**src/mdf_pkg.sv**
```systemverilog
// Shared constants and types for the multidrop address filter
package mdf_pkg;

  // Register byte offsets
  localparam logic [7:0] OFF_CTRL = 8'h00;
  localparam logic [7:0] OFF_OWN_ID = 8'h04;
  localparam logic [7:0] OFF_KEY_DLY = 8'h08;
  localparam logic [7:0] OFF_TMO_BASE = 8'h0C;
  localparam logic [7:0] OFF_STATUS = 8'h10;
  localparam logic [7:0] OFF_EFF_TMO = 8'h14;

  // Control register field positions
  localparam int CTRL_EN = 0;
  localparam int CTRL_MASTER = 1;
  localparam int CTRL_PEER = 2;
  localparam int CTRL_RADIO = 3;
  localparam int CTRL_PROTO_LO = 4;
  localparam int CTRL_PROTO_HI = 5;

  // Status register field positions
  localparam int STAT_IDLE = 0;
  localparam int STAT_SEL = 1;
  localparam int STAT_BCAST = 2;
  localparam int STAT_KEY = 3;
  localparam int STAT_TXRDY = 4;
  localparam int STAT_RXLVL = 5;

  // Protocol selection codes
  localparam logic [1:0] PROTO_BREAK_ATTACH = 2'h0;
  localparam logic [1:0] PROTO_ENQUIRY = 2'h1;
  localparam logic [1:0] PROTO_STATION = 2'h2;

  // Message markers
  localparam logic [7:0] ENQ_MARK = 8'h05;
  localparam logic [7:0] BCAST_ADDR = 8'h00;

  // Reset values
  localparam logic [7:0] RST_OWN_ID = 8'h01;
  localparam logic [15:0] RST_KEY_DLY = 16'h0000;
  localparam logic [15:0] RST_TMO_BASE = 16'h0100;

  // AXI4-Lite responses
  localparam logic [1:0] RESP_OKAY = 2'h0;
  localparam logic [1:0] RESP_SLVERR = 2'h2;

  typedef struct packed {
    logic en;
    logic master;
    logic peer;
    logic radio;
    logic [1:0] proto;
    logic [7:0] own_id;
    logic [15:0] key_dly;
    logic [15:0] tmo_base;
  } mdf_cfg_t;

  typedef struct packed {
    logic valid;
    logic [7:0] data;
  } mdf_byte_t;

endpackage : mdf_pkg

```
**src/mdf_filter.sv**
```systemverilog
// Multidrop address filter with radio keying and AXI4-Lite registers
// Contract
// - One master; slave never transmits unsolicited
// - Point-to-point peer: either side may start
// - Idle slave tracks line busy or idle
// - Break-attach: after idle, hunt for break
// - After break, hunt for attach request
// - Answer attach only on own station identifier
// - Enquiry protocol: after idle, hunt enquiries
// - Accept only enquiries with own processor identifier
// - Station protocol: own or broadcast address only
// - Key radio, wait warm-up, then send
// - Timeouts lengthened by keying delay
//
// The placing of the registers and register access over AXI4-Lite were left to the implementer.
`timescale 1ns/10ps
module mdf_filter
  import mdf_pkg::*;
#(
  parameter int ADDR_W = 8,
  parameter int BIT_CYCLES = 1085,
  parameter int IDLE_BITS = 11,
  parameter int BREAK_BITS = 20
) (
  input wire logic aclk,
  input wire logic aresetn,
  input wire logic [ADDR_W-1:0] s_axi_awaddr,
  input wire logic s_axi_awvalid,
  output logic s_axi_awready,
  input wire logic [31:0] s_axi_wdata,
  input wire logic [3:0] s_axi_wstrb,
  input wire logic s_axi_wvalid,
  output logic s_axi_wready,
  output logic [1:0] s_axi_bresp,
  output logic s_axi_bvalid,
  input wire logic s_axi_bready,
  input wire logic [ADDR_W-1:0] s_axi_araddr,
  input wire logic s_axi_arvalid,
  output logic s_axi_arready,
  output logic [31:0] s_axi_rdata,
  output logic [1:0] s_axi_rresp,
  output logic s_axi_rvalid,
  input wire logic s_axi_rready,
  input wire logic rx_pin,
  input wire mdf_byte_t rx_byte,
  output mdf_byte_t acc_byte,
  output logic acc_start,
  output logic acc_bcast,
  input wire logic tx_req,
  output logic tx_ready,
  output logic radio_key,
  output logic [16:0] eff_timeout
);

  initial begin
    if (ADDR_W < 5 || ADDR_W > 32) begin
      $error("mdf_filter: ADDR_W out of range");
    end
  end

  typedef enum logic [2:0] {
    RX_OFF, RX_WAIT_IDLE, RX_HUNT, RX_ATTACH, RX_ENQ_ID,
    RX_SELECTED, RX_IGNORE
  } mdf_rx_state_t;

  typedef enum logic [1:0] {TX_IDLE, TX_WARM, TX_SEND} mdf_tx_state_t;

  function automatic logic hit(input logic [ADDR_W-1:0] a,
                               input logic [7:0] off);
    hit = (a[ADDR_W-1:2] == (ADDR_W-2)'(off[7:2]));
  endfunction : hit

  function automatic logic [31:0] merge(input logic [31:0] old,
                                        input logic [31:0] nw,
                                        input logic [3:0] strb);
    logic [31:0] r;
    r = old;
    for (int i = 0; i < 4; i++) begin
      if (strb[i]) begin
        r[8*i +: 8] = nw[8*i +: 8];
      end
    end
    merge = r;
  endfunction : merge

  // Configuration and bus state
  mdf_cfg_t cfg_q;
  logic aw_hold_q, w_hold_q, bvalid_q, rvalid_q;
  logic [ADDR_W-1:0] awaddr_q;
  logic [31:0] wdata_q;
  logic [3:0] wstrb_q;
  logic [1:0] bresp_q, rresp_q;
  logic [31:0] rdata_q;

  // Filter and transmit state
  mdf_rx_state_t rx_q, rx_d;
  mdf_tx_state_t tx_q, tx_d;
  logic bcast_q, bcast_d;
  logic start_q;
  mdf_byte_t acc_q;
  logic [15:0] warm_q;
  logic key_q;
  logic [16:0] eff_q;

  logic rx_level, line_idle, break_pulse;
  logic idle_prev_q;

  mdf_line_mon #(
    .BIT_CYCLES(BIT_CYCLES),
    .IDLE_BITS(IDLE_BITS),
    .BREAK_BITS(BREAK_BITS)
  ) u_mon (
    .aclk(aclk),
    .aresetn(aresetn),
    .rx_pin(rx_pin),
    .rx_level(rx_level),
    .line_idle(line_idle),
    .break_pulse(break_pulse)
  );

  // AXI4-Lite write path: address and data may arrive in either order
  assign s_axi_awready = !aw_hold_q && !bvalid_q;
  assign s_axi_wready = !w_hold_q && !bvalid_q;
  assign s_axi_bvalid = bvalid_q;
  assign s_axi_bresp = bresp_q;
  wire do_write = aw_hold_q && w_hold_q && !bvalid_q;
  wire wr_ctrl = do_write && hit(awaddr_q, OFF_CTRL);
  wire wr_id = do_write && hit(awaddr_q, OFF_OWN_ID);
  wire wr_kd = do_write && hit(awaddr_q, OFF_KEY_DLY);
  wire wr_tb = do_write && hit(awaddr_q, OFF_TMO_BASE);
  wire wr_ro = hit(awaddr_q, OFF_STATUS) || hit(awaddr_q, OFF_EFF_TMO);
  wire wr_ok = wr_ctrl || wr_id || wr_kd || wr_tb || wr_ro;
  // Settings only change while the filter is stopped
  wire cfg_open = !cfg_q.en;

  wire [31:0] ctrl_rd = {26'h0, cfg_q.proto, cfg_q.radio, cfg_q.peer,
                         cfg_q.master, cfg_q.en};
  wire [31:0] ctrl_new = merge(ctrl_rd, wdata_q, wstrb_q);
  wire [31:0] id_new = merge({24'h0, cfg_q.own_id}, wdata_q, wstrb_q);
  wire [31:0] kd_new = merge({16'h0, cfg_q.key_dly}, wdata_q, wstrb_q);
  wire [31:0] tb_new = merge({16'h0, cfg_q.tmo_base}, wdata_q, wstrb_q);

  always_ff @(posedge aclk) begin
    if (!aresetn) begin
      aw_hold_q <= 1'b0;
      w_hold_q <= 1'b0;
      bvalid_q <= 1'b0;
      awaddr_q <= '0;
      wdata_q <= 32'h0000_0000;
      wstrb_q <= 4'h0;
      bresp_q <= RESP_OKAY;
    end else begin
      if (s_axi_awvalid && s_axi_awready) begin
        aw_hold_q <= 1'b1;
        awaddr_q <= s_axi_awaddr;
      end
      if (s_axi_wvalid && s_axi_wready) begin
        w_hold_q <= 1'b1;
        wdata_q <= s_axi_wdata;
        wstrb_q <= s_axi_wstrb;
      end
      if (do_write) begin
        aw_hold_q <= 1'b0;
        w_hold_q <= 1'b0;
        bvalid_q <= 1'b1;
        bresp_q <= wr_ok ? RESP_OKAY : RESP_SLVERR;
      end else if (bvalid_q && s_axi_bready) begin
        bvalid_q <= 1'b0;
      end
    end
  end

  always_ff @(posedge aclk) begin
    if (!aresetn) begin
      cfg_q <= '{en: 1'b0, master: 1'b0, peer: 1'b0, radio: 1'b0,
                 proto: PROTO_BREAK_ATTACH, own_id: RST_OWN_ID,
                 key_dly: RST_KEY_DLY, tmo_base: RST_TMO_BASE};
    end else begin
      if (wr_ctrl) begin
        cfg_q.en <= ctrl_new[CTRL_EN];
        if (cfg_open) begin
          cfg_q.master <= ctrl_new[CTRL_MASTER];
          cfg_q.peer <= ctrl_new[CTRL_PEER];
          cfg_q.radio <= ctrl_new[CTRL_RADIO];
          cfg_q.proto <= ctrl_new[CTRL_PROTO_HI:CTRL_PROTO_LO];
        end
      end
      if (wr_id && cfg_open) begin
        cfg_q.own_id <= id_new[7:0];
      end
      if (wr_kd && cfg_open) begin
        cfg_q.key_dly <= kd_new[15:0];
      end
      if (wr_tb && cfg_open) begin
        cfg_q.tmo_base <= tb_new[15:0];
      end
    end
  end

  // AXI4-Lite read path: one outstanding read, answer one cycle later
  wire [31:0] stat_rd = {26'h0, rx_level, tx_ready, key_q, bcast_q,
                         (rx_q == RX_SELECTED), line_idle};
  wire rd_ctrl = hit(s_axi_araddr, OFF_CTRL);
  wire rd_id = hit(s_axi_araddr, OFF_OWN_ID);
  wire rd_kd = hit(s_axi_araddr, OFF_KEY_DLY);
  wire rd_tb = hit(s_axi_araddr, OFF_TMO_BASE);
  wire rd_st = hit(s_axi_araddr, OFF_STATUS);
  wire rd_et = hit(s_axi_araddr, OFF_EFF_TMO);
  wire rd_ok = rd_ctrl || rd_id || rd_kd || rd_tb || rd_st || rd_et;
  wire [31:0] rd_mux =
    rd_ctrl ? ctrl_rd :
    rd_id ? {24'h0, cfg_q.own_id} :
    rd_kd ? {16'h0, cfg_q.key_dly} :
    rd_tb ? {16'h0, cfg_q.tmo_base} :
    rd_st ? stat_rd :
    rd_et ? {15'h0, eff_q} : 32'h0000_0000;

  assign s_axi_arready = !rvalid_q;
  assign s_axi_rvalid = rvalid_q;
  assign s_axi_rdata = rdata_q;
  assign s_axi_rresp = rresp_q;

  always_ff @(posedge aclk) begin
    if (!aresetn) begin
      rvalid_q <= 1'b0;
      rdata_q <= 32'h0000_0000;
      rresp_q <= RESP_OKAY;
    end else if (s_axi_arvalid && !rvalid_q) begin
      rvalid_q <= 1'b1;
      rdata_q <= rd_mux;
      rresp_q <= rd_ok ? RESP_OKAY : RESP_SLVERR;
    end else if (rvalid_q && s_axi_rready) begin
      rvalid_q <= 1'b0;
    end
  end

  // Address filter
  wire idle_rise = line_idle && !idle_prev_q;
  wire rxv = rx_byte.valid;
  wire own = (rx_byte.data == cfg_q.own_id);
  wire is_bc = (rx_byte.data == BCAST_ADDR);

  always_comb begin
    rx_d = rx_q;
    bcast_d = bcast_q;
    unique case (rx_q)
      RX_OFF: begin
        if (cfg_q.en && !cfg_q.master) begin
          rx_d = RX_WAIT_IDLE;
        end
      end
      RX_WAIT_IDLE: begin
        if (line_idle) begin
          rx_d = RX_HUNT;
        end
      end
      RX_HUNT: begin
        bcast_d = 1'b0;
        if (cfg_q.proto == PROTO_BREAK_ATTACH) begin
          if (break_pulse) begin
            rx_d = RX_ATTACH;
          end
        end else if (cfg_q.proto == PROTO_ENQUIRY) begin
          if (rxv) begin
            rx_d = (rx_byte.data == ENQ_MARK) ? RX_ENQ_ID : RX_IGNORE;
          end
        end else if (rxv) begin
          rx_d = (own || is_bc) ? RX_SELECTED : RX_IGNORE;
          bcast_d = is_bc && !own;
        end
      end
      RX_ATTACH: begin
        if (rxv) begin
          rx_d = own ? RX_SELECTED : RX_IGNORE;
        end
      end
      RX_ENQ_ID: begin
        if (rxv) begin
          rx_d = own ? RX_SELECTED : RX_IGNORE;
        end
      end
      RX_SELECTED, RX_IGNORE: begin
        if (idle_rise) begin
          rx_d = RX_HUNT;
        end
      end
      default: rx_d = RX_OFF;
    endcase
    if (!cfg_q.en || cfg_q.master) begin
      rx_d = RX_OFF;
    end
  end

  always_ff @(posedge aclk) begin
    if (!aresetn) begin
      rx_q <= RX_OFF;
      bcast_q <= 1'b0;
      idle_prev_q <= 1'b0;
      start_q <= 1'b0;
      acc_q <= '0;
    end else begin
      rx_q <= rx_d;
      bcast_q <= bcast_d;
      idle_prev_q <= line_idle;
      start_q <= (rx_d == RX_SELECTED) && (rx_q != RX_SELECTED);
      // Selected slaves, and a master, see the message bytes
      acc_q.valid <= rxv && cfg_q.en &&
                     (cfg_q.master || rx_q == RX_SELECTED);
      acc_q.data <= rx_byte.data;
    end
  end

  assign acc_byte = acc_q;
  assign acc_start = start_q;
  assign acc_bcast = bcast_q;

  // Transmit permission and radio keying
  wire sel_reply = (rx_q == RX_SELECTED) && !bcast_q;
  wire tx_allow = cfg_q.en &&
                  (cfg_q.master || cfg_q.peer || sel_reply);

  always_comb begin
    tx_d = tx_q;
    unique case (tx_q)
      TX_IDLE: begin
        if (tx_req && tx_allow) begin
          tx_d = cfg_q.radio ? TX_WARM : TX_SEND;
        end
      end
      TX_WARM: begin
        if (!tx_req) begin
          tx_d = TX_IDLE;
        end else if (warm_q == 16'h0000) begin
          tx_d = TX_SEND;
        end
      end
      TX_SEND: begin
        if (!tx_req) begin
          tx_d = TX_IDLE;
        end
      end
      default: tx_d = TX_IDLE;
    endcase
    if (!cfg_q.en) begin
      tx_d = TX_IDLE;
    end
  end

  always_ff @(posedge aclk) begin
    if (!aresetn) begin
      tx_q <= TX_IDLE;
      warm_q <= 16'h0000;
      key_q <= 1'b0;
      eff_q <= 17'h0_0000;
    end else begin
      tx_q <= tx_d;
      if (tx_q == TX_IDLE) begin
        warm_q <= cfg_q.key_dly;
      end else if (warm_q != 16'h0000) begin
        warm_q <= warm_q - 16'h0001;
      end
      key_q <= cfg_q.radio && (tx_d != TX_IDLE);
      // With radio keying on, the timeout carries the keying delay key_dly
      eff_q <= {1'b0, cfg_q.tmo_base} +
               {1'b0, cfg_q.radio ? cfg_q.key_dly : 16'h0000};
    end
  end

  assign tx_ready = (tx_q == TX_SEND);
  assign radio_key = key_q;
  assign eff_timeout = eff_q;

endmodule : mdf_filter

```
**src/mdf_line_mon.sv**
```systemverilog
// Line activity monitor: pin synchroniser, idle and break detection
`timescale 1ns/10ps
module mdf_line_mon
  import mdf_pkg::*;
#(
  parameter int BIT_CYCLES = 1085,
  parameter int IDLE_BITS = 11,
  parameter int BREAK_BITS = 20
) (
  input wire logic aclk,
  input wire logic aresetn,
  input wire logic rx_pin,
  output logic rx_level,
  output logic line_idle,
  output logic break_pulse
);

  initial begin
    if (BIT_CYCLES < 2 || IDLE_BITS < 1 || BREAK_BITS < 2 ||
        IDLE_BITS > 255 || BREAK_BITS > 255) begin
      $error("mdf_line_mon: unsupported parameter value");
    end
  end

  localparam int DW = $clog2(BIT_CYCLES);
  localparam logic [DW-1:0] DIV_LAST = DW'(BIT_CYCLES - 1);
  localparam logic [7:0] IDLE_CNT = 8'(IDLE_BITS);
  localparam logic [7:0] BREAK_CNT = 8'(BREAK_BITS);

  logic sync1_q, sync2_q, lvl_q;
  logic [DW-1:0] div_q;
  logic [7:0] run_q;
  logic idle_q, brk_q;

  wire bit_tick = (div_q == DIV_LAST);
  wire edge_seen = (sync2_q != lvl_q);
  wire run_full = (run_q == 8'hFF);

  // Bit-time enable; run length restarts on every level change
  always_ff @(posedge aclk) begin
    if (!aresetn) begin
      sync1_q <= 1'b1;
      sync2_q <= 1'b1;
      lvl_q <= 1'b1;
      div_q <= '0;
      run_q <= 8'h00;
    end else begin
      sync1_q <= rx_pin;
      sync2_q <= sync1_q;
      lvl_q <= sync2_q;
      div_q <= (bit_tick || edge_seen) ? '0 : div_q + DW'(1);
      if (edge_seen) begin
        run_q <= 8'h00;
      end else if (bit_tick && !run_full) begin
        run_q <= run_q + 8'h01;
      end
    end
  end

  // Idle after a run of marks; one break pulse per long space
  always_ff @(posedge aclk) begin
    if (!aresetn) begin
      idle_q <= 1'b0;
      brk_q <= 1'b0;
      break_pulse <= 1'b0;
    end else begin
      idle_q <= lvl_q && (run_q >= IDLE_CNT);
      break_pulse <= !lvl_q && (run_q >= BREAK_CNT) && !brk_q;
      brk_q <= !lvl_q && (run_q >= BREAK_CNT);
    end
  end

  assign rx_level = lvl_q;
  assign line_idle = idle_q;

endmodule : mdf_line_mon

```
**config.mk**
```make
export PLATFORM = sky130hd
export DESIGN_NAME = mdf_filter
export DESIGN_NICKNAME = d
export VERILOG_FILES = /design/src/mdf_pkg.sv /design/src/mdf_filter.sv /design/src/mdf_line_mon.sv
export SDC_FILE = /design/constraint.sdc
export NUM_CORES = 1
export LEC_CHECK = 0
export ABC_AREA = 1
export BUFFER_PORTS_ARGS = -buffer_cell sky130_fd_sc_hd__buf_2
export CORE_MARGIN = 4
export CORE_UTILIZATION = 61
export DETAILED_ROUTE_END_ITERATION = 6
export PLACE_DENSITY = 0.86
export SLEW_MARGIN = 20
export SYNTH_ARGS = -nofsm -noshare
export SYNTH_HDL_FRONTEND = slang
export SYNTH_HIERARCHICAL = 1
export SYNTH_SLANG_ARGS = --single-unit
```
**constraint.sdc**
```tcl
create_clock -name aclk -period 4.3 [get_ports aclk]
set_input_delay 0.43 -clock aclk [delete_from_list [all_inputs] [get_ports aclk]]
set_output_delay 0.43 -clock aclk [all_outputs]
set_load 0.05 [all_outputs]
```
; ---- After elaboration in Yosys (flattened, before gate mapping)
; Index checks and enable logic that the tools add are counted.
[word_totals]
elab_cells = 193
regBits = 188
input_bits = 70
out_inout_bits = 71
mem_bits_rw = 0
n_memories = 0
rom_bits = 0
latch_bits = 0
[op_classes]
n_eq_ne = 26
bitwise_logic = 2
reduce_logical = 82
n_addsub = 4
n_shift = 0
muxes = 39
magnitude_cmp = 2
div_mod_pow = 0
mul = 0
[ops]
columns = cell, n
row1 = 17-bit two-way mux, 6
row2 = 16-bit two-way mux, 3
row3 = 1-bit logical AND, 30
row4 = 3-bit two-way mux, 10
row5 = 6-bit by 2-bit == test with 1-bit output (second input constant), 4
row6 = 6-bit by 3-bit == test with 1-bit output (second input constant), 4
row7 = 2-bit two-way mux, 11
row8 = 16-bit by 16-bit adder with 17-bit output, 1
row9 = 16-bit logical NOT, 1
row10 = 1-bit logical OR, 16
row11 = 16-bit nonzero test, 1
row12 = 16-bit by 1-bit subtractor with 16-bit output (second input constant), 1
row13 = 3-bit one-hot mux with 5 select lines, 1
row14 = 3-bit == test (second input constant), 4
row15 = 6-bit by 1-bit == test with 1-bit output (second input constant), 2
row16 = 1-bit logical NOT, 12
row17 = 6-bit logical NOT, 2
row18 = 2-bit AND reduction, 6
row19 = 11-bit by 1-bit adder with 11-bit output (second input constant), 1
row20 = 11-bit == test (second input constant), 1
row21 = 2-bit OR reduction, 5
row22 = 8-bit by 1-bit adder with 8-bit output (second input constant), 1
row23 = 8-bit by 3-bit == test with 1-bit output (second input constant), 1
row24 = 8-bit == test, 1
row25 = 17 further kinds, 30

; ---- Longest topological paths before layout
[logic_depth]
depth_word = 10
ltp_mapped = 16
depth_no_buf = 15

; ---- Hierarchy
; The synthesis kept the hierarchy.
[by_module_without_submodules]
columns = mod, area_each_um2, cells_per_inst, instances
row1 = mdf_filter, 7278.2, 1021, 1
row2 = mdf_line_mon, 1285.0, 183, 1

; ---- Least setup slack after synthesis
; Ideal clock, no wire load.
[synth_timing]
path_type = reg2reg
from = reg cfg_q[42] in the netlist's numbering
to = reg eff_q[10] (netlist: eff_timeout[10])
required_time_ns = 4.187
path_stages_with_launch = 14
synth_period_minus_slack_ns = 2.118
setup_slack_ns = 2.182
arrival_ns = 2.005
setup_time_ns = 0.113
n_path_buf = 2
path_cell_list = dfxtp_1 -> clkbuf_1 -> clkbuf_1 -> nand2_1 -> inv_1 -> ha_1 -> a21oi_1 -> nand2_1 -> a21oi_1 -> o21ai_1 -> nand2_1 -> nand2_1 -> nor2_1 -> nor2_1
[synth_via]
elab_chain_len = 2
[synth_rtl]
columns = element, line_no
row1 = start: declaration, mdf_filter.sv:87  ; mdf_cfg_t cfg_q;
row2 = start signal: assignment, mdf_filter.sv:175  ; cfg_q <= '{en: 1'b0, master: 1'b0, peer: 1'b0, radio: 1'b0,
row3 = 16-bit two-way mux, mdf_filter.sv:365  ; {1'b0, cfg_q.radio ? cfg_q.key_dly : 16'h0000};
row4 = 16-bit by 16-bit adder with 17-bit output, mdf_filter.sv:364  ; eff_q <= {1'b0, cfg_q.tmo_base} +
row5 = end signal: assignment, mdf_filter.sv:364
row6 = end: declaration, mdf_filter.sv:103  ; logic [16:0] eff_q;
; Every way passes these cells.
; A chain may end at the register's enable or synchronous reset.

; ---- Worst setup path in the final report
[layout_timing]
from = reg cfg_q[42] in the netlist's numbering
to = reg eff_q[16] (netlist: eff_timeout[16])
; The elaborated chain is that of the path after synthesis.

==> metrics.json <==
{
  "logic_synthesis": {
    "largest_family_of_logic_cells_by_synthesized_area": "simple AND/OR/NAND/NOR gates",
    "synth_commonest_cells": "223 x sky130_fd_sc_hd__nand2_1, 169 x sky130_fd_sc_hd__dfxtp_1, 162 x sky130_fd_sc_hd__nor2_1",
    "synth.most_common_cell": "sky130_fd_sc_hd__nand2_1",
    "synth-seq-area-share": 0.395,
    "syn-mean-instance-area_um2": 7.11,
    "async_flop_share": 0,
    "synth_area_leader_cell": "sky130_fd_sc_hd__dfxtp_1",
    "yosys.cell_types.count": 54,
    "post_synth_mux_area_share": 0,
    "synth_largest_type_area_fraction": 0.395,
    "yosysWarningCount": 6,
    "simple_gate_share_of_the_synthesized_area": 0.269,
    "synthesized_area_fraction_occupied_by_adder_cells": 0.0330,
    "synth_area_leaders": "sky130_fd_sc_hd__dfxtp_1 40%, sky130_fd_sc_hd__nand2_1 9.8%, sky130_fd_sc_hd__nor2_1 7.1%",
    "synth.ff_latch_count": 169,
    "post_synth_edffs": 0,
    "synth_top_flop_cell": "sky130_fd_sc_hd__dfxtp_1",
    "yosys.area_share.xor_xnor": 0.0235,
    "syn-instance-count": 1204,
    "synth.cell_area_mm2": 0.00856,
    "synth-compound-area-share": 0.175
  },
  "timing": {
    "finClkSkew_ns": 0.00940,
    "min_period_ns": 2.83,
    "clock.fmax_mhz": 353,
    "part_of_the_cycle_the_worst_path_needs": 0.659,
    "finalHoldViolations": 0,
    "tns_ns": 0,
    "timing_worst_slew_pin_value_ns": 0.893,
    "report.final.setup_viol": 0,
    "rsz0062_at_grt": "false",
    "setup_ws_ns": 1.47,
    "max_slew_margin_vs_limit": 0.402,
    "slew_viol_final": 0,
    "timing.hold.ws_ns": 0.173
  },
  "pwr": {
    "vdd_ir_drop_max_v": 0.000311,
    "power_per_cell_area_mw_per_mm2": 366,
    "total_leakage_power_nw": 4.43
  },
  "die": {
    "floorplan_core_area_mm2": 0.0138,
    "die_area_mm2": 0.0160,
    "ioPinCount": 141,
    "floorplan.die.height_um": 126,
    "std_cell_rows": 43,
    "floorplan.initialDensity": 0.619,
    "die_width_um": 126
  },
  "status": {
    "outcome": "finished, final reports clean"
  },
  "cts": {
    "post_cts_setup_buffer_count": 0,
    "max-clock-path-buffers": 2,
    "number_of_sinks_driven_by_the_clock_tree": 169,
    "cts-resized-gates": 0,
    "cts_hold_repair.buffers": 0,
    "cts_tree": "yes",
    "clk-insertion-delay-late_ns": 0.44,
    "clk_pin_slew_worst_paths_ns": 0.07,
    "clockRootBuffer": "sky130_fd_sc_hd__clkbuf_16",
    "numCtsBuffers": 17,
    "h-tree-depth": 4
  },
  "grt": {
    "grt_pass1_wl_um": 35900,
    "grt_pass1_vias": 7533,
    "antenna_found_initial": 1,
    "gr-usage-all-layers": 0.274,
    "grt_max_degree": 48,
    "overflow": 0
  },
  "place": {
    "dpl.hpwl_um": 15600,
    "finalWeightedCongestion": 0.920,
    "port-buffer-count": 101,
    "placement.setup.worst_slack_ns": 1.56
  },
  "layout": {
    "final_nets": 1384,
    "area_growth_pct": 13.0,
    "layout-drive-gt1-share": 0.149,
    "antennaDiodeCount": 0
  },
  "drt": {
    "drtAntennaViolNets": 0,
    "number_of_design_rule_violations_left_after_detail_routing": 0,
    "drt_first_iter_violations": 814,
    "num_vias": 8144,
    "drt_first_pass_iters": 5,
    "route.detailed.wl_per_inst_um": 14.5,
    "wirelength_um": 21600,
    "vias_per_cell": 5.48
  },
  "min_path": {
    "min-delay-path-class": "input pin to flop"
  },
  "setup_path": {
    "cp-start-kind": "flop",
    "crit_required_ns": 4.68,
    "timing.critical_path.arrival_ns": 3.21,
    "end_kind": "flop",
    "critical_path_class": "flop to flop",
    "worst-path-max-fanout": 19
  },
  "job": {
    "cap_violations": 0
  }
}
-- cell type report --
cell class                 instances  area [um2]
multi-input combinational        846        4350
fill                            1149        4150
clock buffer                      19         443
timing repair buffer             105         536
inverter                         153         574
tap                              180         225
sequential                       169        3380
clock inverter                    13         169
-- cells in the final DEF, fill, tap and decap left out, drive strengths merged --
master    netlist  final
a31oi           3      3
nor4            1      1
clkinvlp        0      4
ha             21     21
and2            2      2
inv           152    155
a2111oi         2      2
clkbuf         18     19
o211ai          5      5
o31ai           2      2
dfxtp         169    169
nor3b           1      1
nand3          53     53
xnor2          10     10
xor2           13     13
nand4          14     14
nand3b          4      4
nor2          179    179
o21bai          1      1
o21a            6      6
nand2         232    232
or2             6      6
a21oi         124    124
buf            34    105
clkinv          1      4
nor3           18     18
a211oi          8      8
a22oi           5      5
or3             1      1
a21boi          3      3
fa              1      1
a211o           1      1
conb            1     17
o22ai           3      3
bufinv          0      3
o21ai         110    110
-- logic make-up (layout without fill, tap and decap cells) --
kind of cell	after synthesis	count (layout)
buffers and inverters	205	290
adder cells (fa/ha/maj)	22	22
AND/OR/NAND/NOR	511	511
flip-flops	169	169
AO/OA/AOI/OAI	273	273
XOR/XNOR	23	23
other	1	17
-- where the power goes --
| group | leakage, nW | internal, mW | switching [mW] | total, mW |
|---|---|---|---|---|
| clock | 0.287 | 0.935 | 0.669 | 1.60 |
| sequential | 1.37 | 1.60 | 0.0324 | 1.64 |
| combinational | 2.77 | 0.0769 | 0.220 | 0.297 |
-- worst max-delay path: stages (launching register included) --
cell and delay [ns]:
sky130_fd_sc_hd__dfxtp_1 0.82, sky130_fd_sc_hd__nand2_1 0.10, sky130_fd_sc_hd__inv_1 0.09, sky130_fd_sc_hd__ha_1 0.17
sky130_fd_sc_hd__inv_1 0.06, sky130_fd_sc_hd__fa_1 0.39, sky130_fd_sc_hd__inv_1 0.12, sky130_fd_sc_hd__nand3_1 0.08
sky130_fd_sc_hd__nand2_1 0.15, sky130_fd_sc_hd__a21oi_1 0.14, sky130_fd_sc_hd__o21ai_0 0.39, sky130_fd_sc_hd__nand3_1 0.12
sky130_fd_sc_hd__a21oi_1 0.14
-- per-stage QoR --
| step | instances | util | total power, mW | instance area (um2) |
|---|---|---|---|---|
| final | 1485 | 0.700 | 3.54 | 9680 |
| after global routing | 1485 | 0.700 | 3.65 | 9680 |
| after CTS | 1485 | 0.700 | 3.53 | 9680 |
| after detailed placement | 1453 | 0.656 | 1.97 | 9060 |
| after global placement | 1453 | 0.656 | 1.96 | 9060 |
| after floorplan | 1220 | - | 1.90 | 8620 |
-- metal layers --
metal	global-route usage	part of all wire	vias up
met5	0	0.00060	-
met4	0.0984	0.021	2
met1	0.370	0.44	3719
li1	-	-	4058
met2	0.431	0.46	323
met3	0.0644	0.087	42
-- registers in the layout, summed over array words and instances, names as in the netlist, 2 cells and up --
| register | flops |
|---|---|
| cfg_q | 46 |
| eff_timeout | 17 |
| s_axi_rdata | 17 |
| warm_q | 16 |
| wdata_q | 16 |
| u_mon/div_q | 11 |
| acc_byte | 9 |
| u_mon/run_q | 8 |
| awaddr_q | 6 |
| rx_q | 3 |
| tx_q | 2 |
| wstrb_q | 2 |
-- worst paths after layout --
path	from	end	slack [ns]	cells past startpoint
hold reg to reg	u_mon/brk_q$_SDFF_PN0_	u_mon/break_pulse$_SDFF_PN0_	0.40	1
setup / recovery	cfg_q[42]$_SDFFE_PN0P_	eff_timeout[16]$_SDFF_PN0_	1.47	12
hold / removal	rx_pin	u_mon/sync1_q$_SDFF_PN1_	0.17	2
setup reg to reg	cfg_q[42]$_SDFFE_PN0P_	eff_timeout[16]$_SDFF_PN0_	1.47	12
Note: power is estimated with default switching activity, not from simulation.
